$ cat config.mk
export PLATFORM = sky130hd
export DESIGN_NAME = crc_memory_scanner_regs
export DESIGN_NICKNAME = d
export VERILOG_FILES = /design/src/shared/crc_scan_pkg.sv /design/src/rtl/crc_memory_scanner_regs.sv
export VERILOG_INCLUDE_DIRS = /design/src /design/src/shared
export SDC_FILE = /design/constraint.sdc
export NUM_CORES = 1
export LEC_CHECK = 0
export BUFFER_PORTS_ARGS = -buffer_cell sky130_fd_sc_hd__buf_2
export CAP_MARGIN = 20
export CORE_MARGIN = 5
export CORE_UTILIZATION = 30
export DETAILED_ROUTE_END_ITERATION = 12
export HOLD_SLACK_MARGIN = 0.03
export PLACE_DENSITY = 0.52
export SYNTH_ARGS = -nofsm -noshare
export SYNTH_HDL_FRONTEND = slang
export SYNTH_SLANG_ARGS = --single-unit
$ cat constraint.sdc
create_clock -name clk -period 6.4 [get_ports clk]
set_input_delay 0.32 -clock clk [delete_from_list [all_inputs] [get_ports clk]]
set_output_delay 0.32 -clock clk [all_outputs]
set_load 0.005 [all_outputs]
$ cat src/shared/crc_scan_defines.svh
// register offsets, field positions and reset values of the crc scanner
`ifndef CRC_SCAN_DEFINES_SVH
`define CRC_SCAN_DEFINES_SVH
`define OFS_DATA_LO    8'h00
`define OFS_DATA_HI    8'h04
`define OFS_ACC_HI     8'h08
`define OFS_ACC_LO     8'h0C
`define OFS_SHIFT_HI   8'h10
`define OFS_SHIFT_LO   8'h14
`define OFS_XOR_HI     8'h18
`define OFS_XOR_LO     8'h1C
`define OFS_SCAN_CTRL  8'h20
`define OFS_CUR_HI     8'h24
`define OFS_CUR_LO     8'h28
`define OFS_END_HI     8'h2C
`define OFS_END_LO     8'h30
`define OFS_CRC_CFG    8'h34
`define CTL_EN_BIT     7
`define CTL_GO_BIT     6
`define CTL_BUSY_BIT   5
`define CTL_INV_BIT    4
`define CTL_INTERRUPT_MANAGEMENT_BIT   3
`define CTL_MODE_HI    1
`define CTL_MODE_LO    0
`define CFG_DATA_LENGTH_FIELD_HI    7
`define CFG_DATA_LENGTH_FIELD_LO    4
`define CFG_POLYNOMIAL_LENGTH_FIELD_HI    3
`define CFG_POLYNOMIAL_LENGTH_FIELD_LO    0
`define RST_BYTE       8'h00
`define RST_WORD       16'h0000
`define RST_CFG        8'hFF
`define RST_CTRL       5'h00
`define XOR_LO_BIT0    1'b1
`define PROG_WORDS     17'h04000
`endif

$ cat src/shared/crc_scan_pkg.sv
// types shared by the crc engine and memory scanner
package crc_scan_pkg;
  typedef enum logic [1:0] {
    MODE_CONCURRENT,
    MODE_BURST,
    MODE_PEEK,
    MODE_TRIGGERED
  } access_mode_e;
  typedef enum logic [1:0] {
    SCAN_IDLE,
    SCAN_FETCH
  } scan_state_e;
  typedef struct packed {
    logic         en;
    logic         scan_go_a;
    logic         interrupt_management;
    access_mode_e access_mode_field;
  } scan_ctrl_s;
  typedef struct packed {
    logic [3:0] data_length_field;
    logic [3:0] polynomial_length_field;
  } crc_cfg_s;
endpackage

$ cat src/rtl/crc_memory_scanner_regs.sv
// crc engine with memory scanner and apb register file
// What this block does
// - writing input data low byte loads the word into the shifter
// - 16-bit accumulator is software writable, reads back, resets to zero
// - shifter view is read-only, resets zero, shows shifter contents
// - tap mask enables terms 15..1; bit 0 always reads one
// - clearing scanner enable resets the scanner fsm and the trigger latch only
// - with go set, each crc ready fetches memory per mode, feeds crc
// - hardware clears go once current address passes end, if idle
// - busy reads one only while a memory fetch is outstanding
// - invalid flag set when current address passes program memory
// - burst mode: interrupt management masks go during interrupts
// - concurrent/triggered suspend on interrupts if set; peek ignores it
// - interrupt masking hides go without clearing the stored bit
// - current address holds next fetch address, increments per fetch
// - end address bounds the scan range
// - address writes while go is set are discarded
// - scanner fields and addresses reset zero; control bit 2 reads zero
// - data and polynomial length fields hold length minus one
//
// The placing of the registers and register access over APB were chosen for this implementation.
`timescale 1ns/1ps
`include "crc_scan_defines.svh"
`default_nettype none
module crc_memory_scanner_regs #(
  parameter logic [16:0] PROG_WORDS = `PROG_WORDS
) (
  input  wire logic        clk,
  input  wire logic        arst_n,
  input  wire logic        clk_en,
  input  wire logic        psel,
  input  wire logic        penable,
  input  wire logic        pwrite,
  input  wire logic [7:0]  paddr,
  input  wire logic [31:0] pwdata,
  output logic      [31:0] prdata,
  output logic             pready,
  output logic             pslverr,
  output logic             mem_req,
  output logic      [15:0] mem_addr,
  input  wire logic [15:0] mem_rdata,
  input  wire logic        mem_valid,
  input  wire logic        irq_active,
  input  wire logic        scan_trigger,
  input  wire logic        peek_slot,
  output logic             cpu_stall
);

  // ----------------------------------------------------------------
  // state
  // ----------------------------------------------------------------
  crc_scan_pkg::scan_ctrl_s  ctrl_ff;
  crc_scan_pkg::crc_cfg_s    cfg_ff;
  crc_scan_pkg::scan_state_e state_ff;
  logic [15:0] dat_ff;
  logic [15:0] acc_ff;
  logic [15:0] shift_ff;
  logic [4:0]  cnt_ff;
  logic [15:1] xor_ff;
  logic [15:0] cur_ff;
  logic [15:0] end_ff;
  logic        busy_ff;
  logic        inv_ff;
  logic        trig_ff;
  logic [31:0] prdata_ff;
  logic        pready_ff;
  logic        pslverr_ff;
  logic        mem_req_ff;
  logic        stall_ff;

  // ----------------------------------------------------------------
  // functions
  // ----------------------------------------------------------------
  function automatic logic [15:0] len_mask(input logic [3:0] len);
    logic [15:0] m;
    m = 16'h0000;
    for (int i = 0; i < 16; i++) begin
      m[i] = (i <= int'(len));
    end
    return m;
  endfunction

  function automatic logic hit(input logic [7:0] a, input logic [7:0] ofs);
    return a == ofs;
  endfunction

  // ----------------------------------------------------------------
  // bus decode
  // ----------------------------------------------------------------
  logic wr_acc;
  logic rd_setup;
  logic mapped;
  logic [7:0] wb;
  logic [7:0] rd_byte;
  assign wr_acc   = psel && penable && pready_ff && pwrite;
  assign rd_setup = psel && penable && !pready_ff;
  assign wb       = pwdata[7:0];

  logic go_eff;
  logic suspend;
  logic past_end;
  logic crc_ready;
  logic mode_ok;
  logic start_fetch;
  logic fetch_done;
  assign crc_ready  = cnt_ff == 5'h00;
  assign past_end   = cur_ff > end_ff;
  // interrupts only mask the effective go; peek ignores the option
  assign suspend = ctrl_ff.interrupt_management && irq_active &&
                   ctrl_ff.access_mode_field != crc_scan_pkg::MODE_PEEK;
  assign go_eff  = ctrl_ff.scan_go_a && !suspend;
  always_comb begin
    unique case (ctrl_ff.access_mode_field)
      crc_scan_pkg::MODE_CONCURRENT: mode_ok = 1'b1;
      crc_scan_pkg::MODE_BURST:      mode_ok = 1'b1;
      crc_scan_pkg::MODE_PEEK:       mode_ok = peek_slot;
      crc_scan_pkg::MODE_TRIGGERED:  mode_ok = trig_ff;
    endcase
  end
  assign start_fetch = ctrl_ff.en && go_eff && crc_ready && mode_ok &&
                       !past_end && !inv_ff &&
                       state_ff == crc_scan_pkg::SCAN_IDLE;
  assign fetch_done = state_ff == crc_scan_pkg::SCAN_FETCH && mem_valid;

  always_comb begin
    mapped  = 1'b1;
    rd_byte = 8'h00;
    unique case (paddr)
      `OFS_DATA_LO:   rd_byte = dat_ff[7:0];
      `OFS_DATA_HI:   rd_byte = dat_ff[15:8];
      `OFS_ACC_HI:    rd_byte = acc_ff[15:8];
      `OFS_ACC_LO:    rd_byte = acc_ff[7:0];
      `OFS_SHIFT_HI:  rd_byte = shift_ff[15:8];
      `OFS_SHIFT_LO:  rd_byte = shift_ff[7:0];
      `OFS_XOR_HI:    rd_byte = xor_ff[15:8];
      `OFS_XOR_LO:    rd_byte = {xor_ff[7:1], `XOR_LO_BIT0};
      `OFS_SCAN_CTRL: rd_byte = {ctrl_ff.en, ctrl_ff.scan_go_a, busy_ff, inv_ff,
                                 ctrl_ff.interrupt_management, 1'b0,
                                 ctrl_ff.access_mode_field};
      `OFS_CUR_HI:    rd_byte = cur_ff[15:8];
      `OFS_CUR_LO:    rd_byte = cur_ff[7:0];
      `OFS_END_HI:    rd_byte = end_ff[15:8];
      `OFS_END_LO:    rd_byte = end_ff[7:0];
      `OFS_CRC_CFG:   rd_byte = cfg_ff;
      default:        mapped  = 1'b0;
    endcase
  end

  // ----------------------------------------------------------------
  // apb slave: one wait state
  // ----------------------------------------------------------------
  always_ff @(posedge clk or negedge arst_n) begin
    if (!arst_n) begin
      pready_ff  <= 1'b0;
      pslverr_ff <= 1'b0;
      prdata_ff  <= 32'h00000000;
    end else if (clk_en) begin
      pready_ff  <= rd_setup;
      pslverr_ff <= rd_setup && !mapped;
      if (rd_setup) begin
        prdata_ff <= (pwrite || !mapped) ? 32'h00000000 : {24'h000000, rd_byte};
      end
    end
  end

  // ----------------------------------------------------------------
  // crc engine
  // ----------------------------------------------------------------
  logic [15:0] pmask;
  logic        fb;
  logic [15:0] acc_step;
  assign pmask    = len_mask(cfg_ff.polynomial_length_field);
  assign fb       = acc_ff[cfg_ff.polynomial_length_field] ^
                    shift_ff[cfg_ff.data_length_field];
  assign acc_step = ({acc_ff[14:0], 1'b0} ^ (fb ? {xor_ff, 1'b1} : 16'h0000))
                    & pmask;

  always_ff @(posedge clk or negedge arst_n) begin
    if (!arst_n) begin
      cfg_ff <= `RST_CFG;
      xor_ff <= 15'h0000;
      dat_ff <= `RST_WORD;
    end else if (clk_en && wr_acc) begin
      if (hit(paddr, `OFS_CRC_CFG)) begin
        cfg_ff <= wb;
      end
      if (hit(paddr, `OFS_XOR_HI)) begin
        xor_ff[15:8] <= wb;
      end
      if (hit(paddr, `OFS_XOR_LO)) begin
        xor_ff[7:1] <= wb[7:1];
      end
      if (hit(paddr, `OFS_DATA_HI)) begin
        dat_ff[15:8] <= wb;
      end
      if (hit(paddr, `OFS_DATA_LO)) begin
        dat_ff[7:0] <= wb;
      end
    end
  end

  always_ff @(posedge clk or negedge arst_n) begin
    if (!arst_n) begin
      shift_ff <= `RST_WORD;
      cnt_ff   <= 5'h00;
    end else if (clk_en) begin
      if (wr_acc && hit(paddr, `OFS_DATA_LO)) begin
        shift_ff <= {dat_ff[15:8], wb};
        cnt_ff   <= 5'({1'b0, cfg_ff.data_length_field} + 5'h01);
      end else if (fetch_done) begin
        shift_ff <= mem_rdata;
        cnt_ff   <= 5'({1'b0, cfg_ff.data_length_field} + 5'h01);
      end else if (!crc_ready) begin
        shift_ff <= {shift_ff[14:0], 1'b0};
        cnt_ff   <= cnt_ff - 5'h01;
      end
    end
  end

  always_ff @(posedge clk or negedge arst_n) begin
    if (!arst_n) begin
      acc_ff <= `RST_WORD;
    end else if (clk_en) begin
      if (wr_acc && hit(paddr, `OFS_ACC_HI)) begin
        acc_ff[15:8] <= wb;
      end else if (wr_acc && hit(paddr, `OFS_ACC_LO)) begin
        acc_ff[7:0] <= wb;
      end else if (!crc_ready) begin
        acc_ff <= acc_step;
      end
    end
  end

  // ----------------------------------------------------------------
  // scanner control
  // ----------------------------------------------------------------
  always_ff @(posedge clk or negedge arst_n) begin
    if (!arst_n) begin
      ctrl_ff <= crc_scan_pkg::scan_ctrl_s'(`RST_CTRL);
    end else if (clk_en) begin
      if (ctrl_ff.scan_go_a && past_end && state_ff == crc_scan_pkg::SCAN_IDLE) begin
        ctrl_ff.scan_go_a <= 1'b0;
      end
      // a software set in the same cycle wins over the hardware clear
      if (wr_acc && hit(paddr, `OFS_SCAN_CTRL)) begin
        ctrl_ff.en                   <= wb[`CTL_EN_BIT];
        ctrl_ff.scan_go_a            <= wb[`CTL_GO_BIT];
        ctrl_ff.interrupt_management <= wb[`CTL_INTERRUPT_MANAGEMENT_BIT];
        ctrl_ff.access_mode_field    <=
          crc_scan_pkg::access_mode_e'(wb[`CTL_MODE_HI:`CTL_MODE_LO]);
      end
    end
  end

  always_ff @(posedge clk or negedge arst_n) begin
    if (!arst_n) begin
      trig_ff <= 1'b0;
    end else if (clk_en) begin
      if (!ctrl_ff.en) begin
        trig_ff <= 1'b0;
      end else if (scan_trigger) begin
        trig_ff <= 1'b1; // a new trigger wins over consuming the old one
      end else if (start_fetch) begin
        trig_ff <= 1'b0;
      end
    end
  end

  always_ff @(posedge clk or negedge arst_n) begin
    if (!arst_n) begin
      state_ff   <= crc_scan_pkg::SCAN_IDLE;
      mem_req_ff <= 1'b0;
      busy_ff    <= 1'b0;
    end else if (clk_en) begin
      if (!ctrl_ff.en) begin
        state_ff   <= crc_scan_pkg::SCAN_IDLE;
        mem_req_ff <= 1'b0;
        busy_ff    <= 1'b0;
      end else begin
        unique case (state_ff)
          crc_scan_pkg::SCAN_IDLE: begin
            if (start_fetch) begin
              state_ff   <= crc_scan_pkg::SCAN_FETCH;
              mem_req_ff <= 1'b1;
              busy_ff    <= 1'b1;
            end
          end
          crc_scan_pkg::SCAN_FETCH: begin
            if (mem_valid) begin
              state_ff   <= crc_scan_pkg::SCAN_IDLE;
              mem_req_ff <= 1'b0;
              busy_ff    <= 1'b0;
            end
          end
        endcase
      end
    end
  end

  // ----------------------------------------------------------------
  // scan addresses
  // ----------------------------------------------------------------
  logic addr_open;
  assign addr_open = wr_acc && !ctrl_ff.scan_go_a;

  always_ff @(posedge clk or negedge arst_n) begin
    if (!arst_n) begin
      cur_ff <= `RST_WORD;
    end else if (clk_en) begin
      if (fetch_done) begin
        cur_ff <= cur_ff + 16'h0001;
      end else if (addr_open && hit(paddr, `OFS_CUR_HI)) begin
        cur_ff[15:8] <= wb;
      end else if (addr_open && hit(paddr, `OFS_CUR_LO)) begin
        cur_ff[7:0] <= wb;
      end
    end
  end

  always_ff @(posedge clk or negedge arst_n) begin
    if (!arst_n) begin
      end_ff <= `RST_WORD;
    end else if (clk_en) begin
      if (addr_open && hit(paddr, `OFS_END_HI)) begin
        end_ff[15:8] <= wb;
      end else if (addr_open && hit(paddr, `OFS_END_LO)) begin
        end_ff[7:0] <= wb;
      end
    end
  end

  always_ff @(posedge clk or negedge arst_n) begin
    if (!arst_n) begin
      inv_ff   <= 1'b0;
      stall_ff <= 1'b0;
    end else if (clk_en) begin
      inv_ff   <= {1'b0, cur_ff} >= PROG_WORDS;
      // burst holds the cpu while enabled with go effective and the current address not past end
      stall_ff <= ctrl_ff.en && go_eff && !past_end &&
                  ctrl_ff.access_mode_field == crc_scan_pkg::MODE_BURST;
    end
  end

  assign prdata   = prdata_ff;
  assign pready   = pready_ff;
  assign pslverr  = pslverr_ff;
  assign mem_req  = mem_req_ff;
  assign mem_addr = cur_ff;
  assign cpu_stall = stall_ff;
endmodule
`default_nettype wire

==> out/metrics.cfg <==
[status]
status = finished, final reports clean

[cts]
cts_buffers = 17
cts_sinks = 127
cts_setup_buffers = 0
clk_latency_ps = 430
cts.repair.resized = 0
clk_pin_slew_ps = 60
cts_tree = done
h-tree-depth = 4
clock_path_buffers = 2
clockRootBuffer = clkbuf_16

[timing]
slew_headroom_pct = 40.4
skew_ps = 11.9
tightest_slew_ps = 894
fmax_ghz = 0.294
fin_ws_ps = 2990
finalCriticalPeriod_ps = 3410
rsz0062_at_grt = no
finalHoldViolations = 0
slew_violations = 0
fin_setup_tns_ps = 0
setup_viol = 0
finalCritPeriodShare_pct = 53.2

[worst_hold_path]
worst_hold_path_type = in -> reg
holdPathStages = 3

[detailed_routing]
drc = 0
drt_iter0_markers = 740
viasPerCell = 5.56
routed_wl_mm = 27.7
vias = 7069
ant_nets = 0
avgRoutedWirePerCell_um = 21.7
dr.pass1.iters = 5

[synthesis]
synthDistinctLibCells = 72
syn_inst = 884
synthFlopType = dfrtp_1
yosysWarnings = 0
synth_edf_count = 0
synth_seq_cells = 127
postSynth.asyncResetShare_pct = 100
postSynthAreaPerCell_um2 = 9.07
synthesis.area_um2 = 8020
synth-seq-area-share_pct = 39.8

[global_routing]
grt_max_degree = 70
grt_pass1_vias = 6647
grt.total_usage_pct = 18.3
gr-total-overflow = 0
antenna_found_initial = 1
grt_pass1_wl_mm = 42.8

[finish]
antenna_cells = 0
seq_area_um2 = 3190
final_common_cell = nand2_1
syn_to_final_growth_pct = 13.8
final_cell_mix = nand2_1, dfrtp_1, a21oi_1
instances_no_fill = 1272
drive_gt1_share_pct = 18.5
final_util_pct = 34.8
layout.nets = 1010
fill_cells = 2704
multi_input_area_um2 = 4400

[setup_path]
cp.arrival_ps = 3730
crit_type = reg -> reg
crit_path_end_kind = register
r2r_cells = 6
critical_path.max_fanout = 16
critPathRequiredTime_ps = 6730
cp-start-kind = register

[floorplanning]
boundaryPins = 118
die_h_um = 174
dieWidth_um = 174
num_rows = 59
core_um2 = 26200
initial_utilization_pct = 30.6
fp.dieArea_um2 = 30100

[place]
dpl.hpwl_mm = 19.5
place_congestion = 0.957
dp_slack_ps = 3090
dp_cells = 1238
io_buffers = 69

[pwr]
irDropWorstVdd_mv = 0.133
fin_total_pwr_mw = 1.99
p_leak_nw = 3.99
p_per_area_nw_per_um2 = 218

[flow_run]
cap_violations = 0

power by group:
part / total [mW] / internal [mW] / switching, mW
sequential: 0.838 / 0.822 / 0.0160
combinational: 0.183 / 0.0560 / 0.127
clock: 0.970 / 0.613 / 0.357
total: 1.99 / 1.49 / 0.500
path summary, 6_finish.rpt:
path / to / slack (ps) / startpoint
worst max-delay path: acc_ff[7] / 2990 / cfg_ff[0]
worst min-delay path: trig_ff / 160 / scan_trigger
worst max register to register: acc_ff[7] / 2990 / cfg_ff[0]
worst min register to register: prdata[2] / 480 / prdata[2]
max in group asynchronous: xor_ff[3] / 4650 / arst_n
min in group asynchronous: shift_ff[4] / 440 / arst_n
repair_timing:
item,4_1_cts,5_1_grt
hold buffers,1,0
endpoints found under the setup margin,0,0
endpoints found under the hold margin,58,0
logic make-up after synthesis:
logic type                 count (synthesis)  share of synthesized area (%)
DFF                                      127                           39.8
and+or+nand+nor                          287                           16.6
muxes                                     88                           14.0
other                                      1                         0.0468
xor gates and xnor gates                  18                           2.06
adders and majority gates                 20                           3.12
AOI/OAI and AO/OA                        232                           17.8
buffers and inverters                    111                           6.58
through the flow:
stage | area [um^2] | hold slack (ps)
after CTS | 9120 | 153
final | 9120 | 158
after detailed placement | 8520 | 340
after global routing | 9120 | 171
after floorplan | 8110 | 24.4
after global placement | 8520 | 340
registers in the layout, summed over array words and instances (netlist names):
register / flops
pready: 1
pslverr: 1
ctrl_ff: 5
inv_ff: 1
cpu_stall: 1
acc_ff: 16
shift_ff: 16
end_ff: 16
trig_ff: 1
mem_req: 1
mem_addr: 16
prdata: 8
cnt_ff: 5
xor_ff: 15
cfg_ff: 8
dat_ff: 16
cell type report:
| cell class | instances | share of cell area (%) |
|---|---|---|
| repair buffers | 78 | 4.62 |
| clock inverters | 6 | 0.905 |
| well taps | 335 | 4.59 |
| multi-input cells | 669 | 48.2 |
| clock buffers | 26 | 5.47 |
| flip-flops and latches | 127 | 34.9 |
| inverters | 31 | 1.28 |
critical path, cell delays in order, from the launching register on:
cell      delay, ps
dfstp_2         770
mux4_1          650
mux4_2          520
xor2_2          660
nand2_1         240
xor2_1          190
o311ai_1        270
synth_stat cells (5+ instances only):
master | n | area, um^2
nor2b_1 | 5 | 31.3
mux2i_1 | 22 | 220
nor3_1 | 18 | 90.1
nor4_1 | 5 | 31.3
nand4_1 | 11 | 68.8
or3_1 | 6 | 37.5
and3_1 | 9 | 56.3
o21ai_1 | 38 | 190
dfstp_2 | 8 | 210
a31oi_1 | 13 | 81.3
mux2_2 | 34 | 383
mux2_1 | 18 | 203
buf_4 | 24 | 180
a22oi_1 | 7 | 52.6
a21oi_1 | 75 | 375
xor2_1 | 16 | 140
dfrtp_1 | 119 | 2980
nor2_1 | 55 | 206
clkbuf_1 | 46 | 173
o22ai_1 | 10 | 62.6
mux4_2 | 13 | 293
o21ai_0 | 27 | 135
o311ai_1 | 12 | 105
buf_2 | 5 | 25.0
ha_1 | 20 | 250
o22a_1 | 10 | 87.6
nand3_1 | 34 | 170
nand2_1 | 124 | 465
inv_1 | 30 | 113
layer usage:
layer	global-route usage, %	part of all wire [%]
met5	0	0.047
met3	4.62	8.0
met2	26.0	42
met4	3.82	1.2
met1	27.8	48
No activity file was read; power rests on OpenSTA's default activity.
